`src/tmcs_pkg.sv`:
```
// Constants and carrier types of the asynchronous timer control block
package tmcs_pkg;
  // Register indices; byte address is four times the index
  localparam logic [9:0] IDX_MASK   = 10'h070;
  localparam logic [9:0] IDX_CTRL_A = 10'h0B0;
  localparam logic [9:0] IDX_CTRL_B = 10'h0B1;
  localparam logic [9:0] IDX_COUNT  = 10'h0B2;
  localparam logic [9:0] IDX_MATCH_A = 10'h0B3;
  localparam logic [9:0] IDX_MATCH_B = 10'h0B4;
  localparam logic [9:0] IDX_ASYNC  = 10'h0B6;
  localparam logic [9:0] IDX_FLAGS  = 10'h037;
  localparam logic [9:0] IDX_FCLR   = 10'h038;
  localparam logic [9:0] IDX_GTC    = 10'h043;
  localparam logic [9:0] IDX_GIE    = 10'h05F;
  // Bit positions
  localparam int B_EXTERNAL_CLOCK_ENABLE = 6;
  localparam int B_AS    = 5;
  localparam int B_TSM   = 7;
  localparam int B_PSR   = 1;
  // Reset value of every byte register
  localparam logic [7:0] RST_BYTE = 8'h00;
  localparam logic [7:0] MAX_CNT  = 8'hFF;
  // Prescaler taps: low bits all ones give divide by 2^n
  localparam logic [9:0] DIV8    = 10'h007;
  localparam logic [9:0] DIV32   = 10'h01F;
  localparam logic [9:0] DIV64   = 10'h03F;
  localparam logic [9:0] DIV128  = 10'h07F;
  localparam logic [9:0] DIV256  = 10'h0FF;
  localparam logic [9:0] DIV1024 = 10'h3FF;
  localparam logic [1:0] RESP_OKAY   = 2'b00;
  localparam logic [1:0] RESP_SLVERR = 2'b10;
  // Output actions
  localparam logic [1:0] ACT_TOGGLE = 2'b01;
  localparam logic [1:0] ACT_CLEAR  = 2'b10;
  localparam logic [1:0] ACT_SET    = 2'b11;

  typedef struct packed {
    logic [1:0] act_a;
    logic [1:0] act_b;
    logic [1:0] rsvd;
    logic [1:0] wave_low;
  } tmcs_ctrl_a_t;

  typedef struct packed {
    logic       force_a;
    logic       force_b;
    logic [1:0] rsvd;
    logic       wave_msb;
    logic [2:0] cs;
  } tmcs_ctrl_b_t;
endpackage

```
`src/tmcs_timer.sv`:
```
// Timer control/status block with AXI4-Lite register access
`timescale 1ns/1ps
`default_nettype none
module tmcs_timer
  import tmcs_pkg::*;
(
  input  wire logic        ref_clk_in,    // 40 MHz clock
  input  wire logic        rst_b_in,      // Async reset, low
  input  wire logic        ce_in,         // Clock enable
  input  wire logic        osc_pin_in,    // Oscillator pin
  input  wire logic [2:0]  vector_ack_in, // Vector taken {b,a,ovf}
  input  wire logic [11:0] awaddr_in,     // AXI write address
  input  wire logic        awvalid_in,    // AXI
  output logic             awready_out,   // AXI
  input  wire logic [31:0] wdata_in,      // AXI write data
  input  wire logic [3:0]  wstrb_in,      // AXI strobes
  input  wire logic        wvalid_in,     // AXI
  output logic             wready_out,    // AXI
  output logic [1:0]       bresp_out,     // AXI
  output logic             bvalid_out,    // AXI
  input  wire logic        bready_in,     // AXI
  input  wire logic [11:0] araddr_in,     // AXI read address
  input  wire logic        arvalid_in,    // AXI
  output logic             arready_out,   // AXI
  output logic [31:0]      rdata_out,     // AXI read data
  output logic [1:0]       rresp_out,     // AXI
  output logic             rvalid_out,    // AXI
  input  wire logic        rready_in,     // AXI
  output logic             wave_out_a,    // Channel A output
  output logic             wave_out_b,    // Channel B output
  output logic             irq_out,       // Level interrupt
  output logic             osc_run_out,   // Crystal enable
  output logic             ext_buf_out    // Pin clock buffer enable
);

  // ----------------------------------------
  // State
  // ----------------------------------------
  logic         osc_s1_r, osc_s2_r, osc_s3_r;
  logic [9:0]   psc_r;
  logic [7:0]   cnt_r, mta_r, mtb_r, mask_r;
  logic [7:0]   cnt_t_r, mta_t_r, mtb_t_r;
  tmcs_ctrl_a_t ca_r, ca_t_r;
  tmcs_ctrl_b_t cb_r, cb_t_r;
  logic [4:0]   pend_r;
  logic [1:0]   frc_r;
  logic         external_clock_enable_r, as_r, tsm_r, psr_r, gie_r;
  logic         down_r, blk_r;
  logic [2:0]   flg_r, flg_nxt;
  logic         aw_h_r, w_h_r, awrdy_r, wrdy_r;
  logic [9:0]   awi_r;
  logic [7:0]   wd_r;
  logic         wlane_r;
  logic         bvalid_r, arrdy_r, rvalid_r;
  logic [1:0]   bresp_r, rresp_r;
  logic [7:0]   rdata_r;
  logic         wa_r, wb_r, irq_r, oscrun_r, extbuf_r;

  // ----------------------------------------
  // Bus decode
  // ----------------------------------------
  wire       aw_take = awvalid_in & awrdy_r;
  wire       w_take  = wvalid_in & wrdy_r;
  wire       wr_go   = ce_in & aw_h_r & w_h_r & ~bvalid_r;
  wire       wr      = wr_go & wlane_r;
  wire       ar_take = ce_in & arvalid_in & arrdy_r;
  wire [9:0] ari     = araddr_in[11:2];
  wire w_mask  = wr & (awi_r == IDX_MASK);
  wire w_ca    = wr & (awi_r == IDX_CTRL_A);
  wire w_cb    = wr & (awi_r == IDX_CTRL_B);
  wire w_cnt   = wr & (awi_r == IDX_COUNT);
  wire w_mta   = wr & (awi_r == IDX_MATCH_A);
  wire w_mtb   = wr & (awi_r == IDX_MATCH_B);
  wire w_async = wr & (awi_r == IDX_ASYNC);
  wire w_flg   = wr & (awi_r == IDX_FLAGS);
  wire w_fclr  = wr & (awi_r == IDX_FCLR);
  wire w_gtc   = wr & (awi_r == IDX_GTC);
  wire w_gie   = wr & (awi_r == IDX_GIE);
  wire wr_hit  = (awi_r == IDX_MASK) | (awi_r == IDX_CTRL_A)
               | (awi_r == IDX_CTRL_B) | (awi_r == IDX_COUNT)
               | (awi_r == IDX_MATCH_A) | (awi_r == IDX_MATCH_B)
               | (awi_r == IDX_ASYNC) | (awi_r == IDX_FLAGS)
               | (awi_r == IDX_FCLR) | (awi_r == IDX_GTC)
               | (awi_r == IDX_GIE);

  // ----------------------------------------
  // Timer clock and prescaler
  // ----------------------------------------
  // Pin edge only from the second and third stages
  wire osc_edge  = osc_s2_r & ~osc_s3_r;
  wire base_tick = ce_in & (as_r ? osc_edge : 1'b1);
  wire [9:0] tap = (cb_r.cs == 3'd2) ? DIV8 :
                   (cb_r.cs == 3'd3) ? DIV32 :
                   (cb_r.cs == 3'd4) ? DIV64 :
                   (cb_r.cs == 3'd5) ? DIV128 :
                   (cb_r.cs == 3'd6) ? DIV256 : DIV1024;
  wire tick = base_tick & (cb_r.cs != 3'd0)
            & ((cb_r.cs == 3'd1) | ((psc_r & tap) == tap));

  // ----------------------------------------
  // Mode decode and compare
  // ----------------------------------------
  wire [2:0] wgm   = {cb_r.wave_msb, ca_r.wave_low};
  wire       phase = (ca_r.wave_low == 2'b01);
  wire       pwm   = ca_r.wave_low[0];
  wire       top_a = (wgm == 3'b010) | (wgm == 3'b101)
                   | (wgm == 3'b111);
  wire [7:0] top   = top_a ? mta_r : MAX_CNT;
  wire eq_a = (cnt_r == mta_r);
  wire eq_b = (cnt_r == mtb_r);
  wire ma = tick & ~blk_r & eq_a;
  wire mb = tick & ~blk_r & eq_b;
  // wrap, or turn at bottom in phase mode
  wire ovf = tick & (phase ? (down_r & (cnt_r == 8'h00))
                           : (cnt_r == (pwm ? top : MAX_CNT)));
  // Transfers from temporary copies; sync mode moves them at once
  wire xfer = ~as_r | base_tick;
  wire c_cnt = pend_r[4] & xfer;
  wire c_cb  = pend_r[0] & xfer;
  // force acts only in non-PWM modes
  wire fa = c_cb & frc_r[1] & ~pwm;
  wire fb = c_cb & frc_r[0] & ~pwm;
  wire act_a = (ma & ~pwm) | fa;
  wire act_b = (mb & ~pwm) | fb;

  // Next count value; clear-on-match comes from top only
  logic [7:0] cnt_nx;
  logic       down_nx;
  always_comb begin
    cnt_nx  = cnt_r + 8'h01;
    down_nx = down_r;
    if (phase) begin
      if (!down_r && cnt_r == top) begin
        down_nx = 1'b1;
        cnt_nx  = cnt_r - 8'h01;
      end else if (down_r && cnt_r == 8'h00) begin
        down_nx = 1'b0;
      end else if (down_r) begin
        cnt_nx = cnt_r - 8'h01;
      end
    end else if (cnt_r == top) begin
      cnt_nx = 8'h00;
    end
  end

  function automatic logic do_act(input logic [1:0] act,
                                  input logic       cur);
    logic r;
    r = cur;
    if (act == ACT_TOGGLE) r = ~cur;
    if (act == ACT_CLEAR)  r = 1'b0;
    if (act == ACT_SET)    r = 1'b1;
    return r;
  endfunction

  wire [2:0] flg_clr = vector_ack_in
                     | ({3{w_flg}} & wd_r[2:0])
                     | ({3{w_fclr}} & wd_r[2:0]);
  wire [2:0] flg_set = {mb, ma, ovf};
  assign flg_nxt = (flg_r & ~flg_clr) | flg_set;

  // ----------------------------------------
  // Read mux
  // ----------------------------------------
  // busy shown only while async
  wire [7:0] async_rd = {1'b0, external_clock_enable_r, as_r, pend_r & {5{as_r}}};
  wire [7:0] cb_rd = {4'h0, cb_t_r.wave_msb, cb_t_r.cs};
  wire [7:0] ca_rd = {ca_t_r.act_a, ca_t_r.act_b, 2'b00,
                      ca_t_r.wave_low};
  wire [7:0] rd_mux =
    (ari == IDX_MASK)    ? {5'h00, mask_r[2:0]} :
    (ari == IDX_CTRL_A)  ? ca_rd :
    (ari == IDX_CTRL_B)  ? cb_rd :
    (ari == IDX_COUNT)   ? cnt_r :
    (ari == IDX_MATCH_A) ? mta_t_r :
    (ari == IDX_MATCH_B) ? mtb_t_r :
    (ari == IDX_ASYNC)   ? async_rd :
    (ari == IDX_FLAGS)   ? {5'h00, flg_r} :
    (ari == IDX_GTC)     ? {tsm_r, 5'h00, psr_r, 1'b0} :
    (ari == IDX_GIE)     ? {7'h00, gie_r} : 8'h00;
  wire rd_hit = (ari == IDX_MASK) | (ari == IDX_CTRL_A)
              | (ari == IDX_CTRL_B) | (ari == IDX_COUNT)
              | (ari == IDX_MATCH_A) | (ari == IDX_MATCH_B)
              | (ari == IDX_ASYNC) | (ari == IDX_FLAGS)
              | (ari == IDX_FCLR) | (ari == IDX_GTC)
              | (ari == IDX_GIE);

  // ----------------------------------------
  // Pin synchroniser
  // ----------------------------------------
  always_ff @(posedge ref_clk_in or negedge rst_b_in) begin
    if (!rst_b_in) begin
      osc_s1_r <= 1'b0;
      osc_s2_r <= 1'b0;
      osc_s3_r <= 1'b0;
    end else if (ce_in) begin
      osc_s1_r <= osc_pin_in;
      osc_s2_r <= osc_s1_r;
      osc_s3_r <= osc_s2_r;
    end
  end

  // ----------------------------------------
  // AXI4-Lite handshake
  // ----------------------------------------
  // One write and one read at a time keeps the slave small
  always_ff @(posedge ref_clk_in or negedge rst_b_in) begin
    if (!rst_b_in) begin
      aw_h_r <= 1'b0;
      w_h_r <= 1'b0;
      awrdy_r <= 1'b0;
      wrdy_r <= 1'b0;
      awi_r <= 10'h000;
      wd_r <= RST_BYTE;
      wlane_r <= 1'b0;
      bvalid_r <= 1'b0;
      bresp_r <= RESP_OKAY;
      arrdy_r <= 1'b0;
      rvalid_r <= 1'b0;
      rresp_r <= RESP_OKAY;
      rdata_r <= RST_BYTE;
    end else if (ce_in) begin
      awrdy_r <= ~aw_h_r & ~aw_take & ~bvalid_r;
      wrdy_r <= ~w_h_r & ~w_take & ~bvalid_r;
      if (aw_take) begin
        aw_h_r <= 1'b1;
        awi_r <= awaddr_in[11:2];
      end
      if (w_take) begin
        w_h_r <= 1'b1;
        wd_r <= wdata_in[7:0];
        wlane_r <= wstrb_in[0];
      end
      if (wr_go) begin
        aw_h_r <= 1'b0;
        w_h_r <= 1'b0;
        bvalid_r <= 1'b1;
        bresp_r <= wr_hit ? RESP_OKAY : RESP_SLVERR;
      end else if (bvalid_r && bready_in) begin
        bvalid_r <= 1'b0;
      end
      if (ar_take) begin
        arrdy_r <= 1'b0;
        rvalid_r <= 1'b1;
        rdata_r <= rd_mux;
        rresp_r <= rd_hit ? RESP_OKAY : RESP_SLVERR;
      end else if (rvalid_r && rready_in) begin
        rvalid_r <= 1'b0;
        arrdy_r <= 1'b1;
      end else if (!rvalid_r) begin
        arrdy_r <= 1'b1;
      end
    end
  end

  // ----------------------------------------
  // Software registers and temporary copies
  // ----------------------------------------
  always_ff @(posedge ref_clk_in or negedge rst_b_in) begin
    if (!rst_b_in) begin
      mask_r <= RST_BYTE;
      gie_r <= 1'b0;
      external_clock_enable_r <= 1'b0;
      as_r <= 1'b0;
      tsm_r <= 1'b0;
      cnt_t_r <= RST_BYTE;
      mta_t_r <= RST_BYTE;
      mtb_t_r <= RST_BYTE;
      ca_t_r <= '0;
      cb_t_r <= '0;
      frc_r <= 2'b00;
      pend_r <= 5'h00;
    end else if (ce_in) begin
      if (w_mask) mask_r <= {5'h00, wd_r[2:0]};
      if (w_gie) gie_r <= wd_r[0];
      if (w_async) begin
        external_clock_enable_r <= wd_r[B_EXTERNAL_CLOCK_ENABLE];
        as_r <= wd_r[B_AS];
      end
      if (w_gtc) tsm_r <= wd_r[B_TSM];
      pend_r <= (pend_r & ~{5{xfer}})
              | {w_cnt, w_mta, w_mtb, w_ca, w_cb};
      if (w_cnt) cnt_t_r <= wd_r;
      if (w_mta) mta_t_r <= wd_r;
      if (w_mtb) mtb_t_r <= wd_r;
      if (w_ca) ca_t_r <= tmcs_ctrl_a_t'(wd_r);
      if (w_cb) begin
        cb_t_r <= tmcs_ctrl_b_t'({4'h0, wd_r[3:0]});
        frc_r <= wd_r[7:6];
      end
    end
  end

  // ----------------------------------------
  // Live registers and counter
  // ----------------------------------------
  always_ff @(posedge ref_clk_in or negedge rst_b_in) begin
    if (!rst_b_in) begin
      cnt_r <= RST_BYTE;
      mta_r <= RST_BYTE;
      mtb_r <= RST_BYTE;
      ca_r <= '0;
      cb_r <= '0;
      down_r <= 1'b0;
      blk_r <= 1'b0;
    end else if (ce_in) begin
      if (pend_r[3] && xfer) mta_r <= mta_t_r;
      if (pend_r[2] && xfer) mtb_r <= mtb_t_r;
      if (pend_r[1] && xfer) ca_r <= ca_t_r;
      if (c_cb) cb_r <= cb_t_r;
      // written value wins and blocks next match
      if (c_cnt) begin
        cnt_r <= cnt_t_r;
        blk_r <= 1'b1;
      end else if (tick) begin
        cnt_r <= cnt_nx;
        down_r <= down_nx;
        blk_r <= 1'b0;
      end
    end
  end

  // ----------------------------------------
  // Prescaler and its reset bit
  // ----------------------------------------
  always_ff @(posedge ref_clk_in or negedge rst_b_in) begin
    if (!rst_b_in) begin
      psc_r <= 10'h000;
      psr_r <= 1'b0;
    end else if (ce_in) begin
      // reset held until a timer clock edge with tsm_r clear
      if (psr_r) psc_r <= 10'h000;
      else if (base_tick) psc_r <= psc_r + 10'h001;
      if (w_gtc && wd_r[B_PSR]) psr_r <= 1'b1;
      else if (psr_r && !tsm_r && xfer) psr_r <= 1'b0;
    end
  end

  // ----------------------------------------
  // Flags, interrupt and pin outputs
  // ----------------------------------------
  always_ff @(posedge ref_clk_in or negedge rst_b_in) begin
    if (!rst_b_in) begin
      flg_r <= 3'b000;
      irq_r <= 1'b0;
      wa_r <= 1'b0;
      wb_r <= 1'b0;
      oscrun_r <= 1'b0;
      extbuf_r <= 1'b0;
    end else if (ce_in) begin
      flg_r <= flg_nxt;
      irq_r <= gie_r & |(flg_r & mask_r[2:0]);
      if (act_a) wa_r <= do_act(ca_r.act_a, wa_r);
      if (act_b) wb_r <= do_act(ca_r.act_b, wb_r);
      oscrun_r <= as_r & ~external_clock_enable_r;
      extbuf_r <= as_r & external_clock_enable_r;
    end
  end

  assign awready_out = awrdy_r;
  assign wready_out  = wrdy_r;
  assign bvalid_out  = bvalid_r;
  assign bresp_out   = bresp_r;
  assign arready_out = arrdy_r;
  assign rvalid_out  = rvalid_r;
  assign rresp_out   = rresp_r;
  assign rdata_out   = {24'h000000, rdata_r};
  assign wave_out_a  = wa_r;
  assign wave_out_b  = wb_r;
  assign irq_out     = irq_r;
  assign osc_run_out = oscrun_r;
  assign ext_buf_out = extbuf_r;
endmodule
`default_nettype wire

```
`config.mk`:
```
export PLATFORM = sky130hd
export DESIGN_NAME = tmcs_timer
export DESIGN_NICKNAME = d
export VERILOG_FILES = /design/src/tmcs_pkg.sv /design/src/tmcs_timer.sv
export SDC_FILE = /design/constraint.sdc
export NUM_CORES = 1
export LEC_CHECK = 0
export ABC_CLOCK_PERIOD_IN_PS = 2500
export BUFFER_PORTS_ARGS = -buffer_cell sky130_fd_sc_hd__buf_2
export CORE_UTILIZATION = 50
export DETAILED_ROUTE_END_ITERATION = 7
export HOLD_SLACK_MARGIN = 0.08
export PLACE_DENSITY = 0.79
export SYNTH_ARGS = -nofsm -noshare
export SYNTH_HDL_FRONTEND = slang
export SYNTH_SLANG_ARGS = --single-unit
export TNS_END_PERCENT = 1
```
`constraint.sdc`:
```
create_clock -name ref_clk_in -period 2.5 [get_ports ref_clk_in]
set_input_delay 0.5 -clock ref_clk_in [delete_from_list [all_inputs] [get_ports ref_clk_in]]
set_output_delay 0.5 -clock ref_clk_in [all_outputs]
set_load 0.03 [all_outputs]
```
==> flow_summary.toml <==
[placed_design]
dp.cells = 997
hpwl_microns = 14500
place_congestion = 1.01
place_ws_ps = -86.8
port_buffers = 60

[floorplanning]
die_w_microns = 125
initial_core_util_pct = 51.6
ios = 118
dieArea_sq_um = 15500
placementRows = 44
die_h_microns = 125
core_sq_um = 14600

[pwr]
report.power.total_mw = 6.41
peakVddDrop_mv = 0.705
p_leak_nw = 4.20
powerDensity_nw_per_um2 = 717

[logic_synthesis]
netlist-cell-type-count = 69
synth_top_cells_by_area = "dfrtp_1 47%, mux2_2 14%, nand2_1 3.1%"
synth_area_sq_um = 7520
synth-edff-count = 0
synth_top_flop_cell = "dfrtp_1"
synth_area_leader_cell = "dfrtp_1"
synth_area_per_cell_sq_um = 10.4
synth_seq_cells = 142
ys_seq_area_share_pct = 47.2
synth_top_area_share_pct = 47.2
synthCells = 720
ys_warn_count = 0
async_reset_ff_share_pct = 100

[clock_tree]
post-cts-setup-buffers = 0
clkLatencyLatePin_ps = 420
cts_tree = "built"
clockBufferDepth = 2
clk_pin_slew_worst_paths_ps = 60
ctsHtreeMaxLevel = 4
cts_buffers = 17
cts_root_buf = "clkbuf_16"
clkSinkCount = 142

[critical_path]
crit_fanout = 7
cpMostUsedCell = "buf_4"
max_stage_delay_ps = 470
rrSetupSlack_ps = 3
crit_type = "reg2reg"
endpoint_kind = "flop"
required_ps = 2850
crit_path_cell_trace = "ha_1, nor2b_1, nor4_2, a211oi_2, or2_4, buf_4, buf_4, nor3_2, a21oi_1, a31oi_1"
start_kind = "flop"
arrival_ps = 2840
crit_slowest_cell = "dfrtp_1"

[sta]
setup_tns_ps = 0
slew_headroom_pct = 64.3
finalSetupViolCount = 0
period_share_pct = 99.9
max_freq_mhz = 401
fin_ws_ps = 3.41
hold_violations = 0
worst_pin_slew_ps = 536
hold_slack_ps = 307
grt_setup_unrepaired = "true"
drv_slew = 0
skew_ps = 9.41
min_period_ps = 2500

[finish]
fillers = 1195
final_cells = 1029
syn_to_final_growth_pct = 18.9
nets = 909
drive_gt1_share_pct = 30.8
diodes = 0

[global_routing]
antenna_found_initial = 0
grt_max_degree = 65
grt_pass1_vias = 6047
grt_pass1_wl_microns = 32100
grt-ovfl-total = 0
grt.total_usage_pct = 26.8

[detailed_routing]
viasPerCell = 6.07
drt-initial-drc-count = 490
wirelength_microns = 20000
firstDrtPassIters = 5
vias = 6242
route.detailed.drc = 0
antenna_left = 0
wl_per_cell_microns = 19.4

[hold_path]
worst_hold_path_type = "in2reg"

[status]
run_status = "complete, no violations"

[run]
max_cap_viol_count = 0
==> stage by stage <==
stage / area, sq um / utilization (%)
finish: 8950 / 61.3
global route: 8950 / 61.3
CTS: 8910 / 61.0
detailed placement: 8350 / 57.2
global placement: 8350 / 57.2
floorplan: 7620 / -
==> cell type report <==
| class | count | area, sq um | area share (%) |
|---|---|---|---|
| well taps | 184 | 230 | 2.57 |
| multi-input cells | 532 | 3730 | 41.7 |
| repair buffers | 121 | 817 | 9.13 |
| inverters | 19 | 71.3 | 0.797 |
| clock buffers | 25 | 485 | 5.43 |
| flip-flops and latches | 142 | 3550 | 39.7 |
| clock inverters | 6 | 60.1 | 0.671 |
==> cells in the mapped netlist, types with 3 or more instances <==
library cell / instances
a32oi_1: 3
nor4_1: 13
buf_1: 4
dfrtp_1: 142
o21ai_0: 30
xnor2_1: 10
clkbuf_1: 17
nor2_2: 3
and2_1: 4
o2bb2ai_1: 5
a211oi_1: 4
nor3_1: 15
o21a_1: 4
o22ai_1: 11
ha_1: 4
nor2_1: 35
a22oi_1: 4
buf_2: 3
nand2b_1: 13
a32o_1: 6
a21o_1: 11
a31oi_1: 11
a22o_1: 8
inv_1: 18
nor2b_1: 10
xor2_1: 13
or3_1: 7
nand4_1: 6
nand3_1: 29
and3_1: 3
mux2_2: 91
a21oi_1: 35
o22a_1: 3
nand2_1: 63
mux2i_1: 7
nand3b_1: 3
o2111ai_1: 3
buf_4: 27
==> cells by family (layout without fill, tap and decap cells) <==
| kind of cell | count (synthesis) | after routing | share of synthesized area [%] |
|---|---|---|---|
| muxes | 98 | 98 | 14.6 |
| DFF | 142 | 142 | 47.2 |
| adders and majority gates | 4 | 4 | 0.665 |
| AOI/OAI and AO/OA | 159 | 159 | 14.5 |
| other | 1 | 26 | 0.0499 |
| xor gates and xnor gates | 23 | 23 | 2.68 |
| and+or+nand+nor | 222 | 222 | 15.3 |
| buffers and inverters | 71 | 171 | 5.04 |
==> layer usage <==
layer  track usage [%]  part of all wire [%]  vias up
li1                  -                     -     2823
met5                 0                     0        -
met1              36.1                    42     3065
met3              4.81                   7.4       54
met2              42.2                    46      300
met4              12.5                   3.7        0
==> flip-flops by register name, summed over array words and instances, names as in the netlist, 6 cells and up <==
signal	count
wd_r	8
awi_r	10
mta_r	8
mtb_r	8
cnt_t_r	8
mtb_t_r	8
cnt_r	8
psc_r	10
ca_rd	6
rdata_r	8
ca_r	6
mta_t_r	8
==> cells in the final DEF (no fill, tap or decap), drive strengths merged, types with 17 or more instances in the layout <==
cell type	n
dfrtp	142
buf	120
mux2	91
nand2	63
nor2	38
a21oi	37
o21ai	30
nand3	29
conb	26
clkbuf	25
inv	18
nor3	17
==> where the power goes <==
part	internal (mW)	total [mW]	switching (mW)
logic	0.434	0.985	0.551
registers	2.58	3.08	0.503
clock network	1.44	2.35	0.912
==> path summary, 6_finish.rpt <==
check / to / from / cells past startpoint
worst min register to register: osc_run_out / osc_run_out / 2
worst max-delay path: down_r / cb_r[1] / 10
worst max register to register: down_r / cb_r[1] / 10
max in group asynchronous: rdata_r[3] / rst_b_in / 3
min in group asynchronous: cnt_r[4] / rst_b_in / 2
worst min-delay path: wd_r[2] / wdata_in[2] / 2
==> critical path, delay by kind of cell, from the launching register on <==
family	cells	cell delay [ps]
adders and majority gates	1	330
DFF	1	470
and+or+nand+nor	4	980
buffers and inverters	2	260
AOI/OAI and AO/OA	3	380
==> repair_timing <==
action	CTS	global route
resized for setup	1	8
hold buffers	1	0
pin swaps	0	6
endpoints found under the setup margin	1	7
hold endpoints to repair	45	0
No activity file was read; power rests on OpenSTA's default activity.
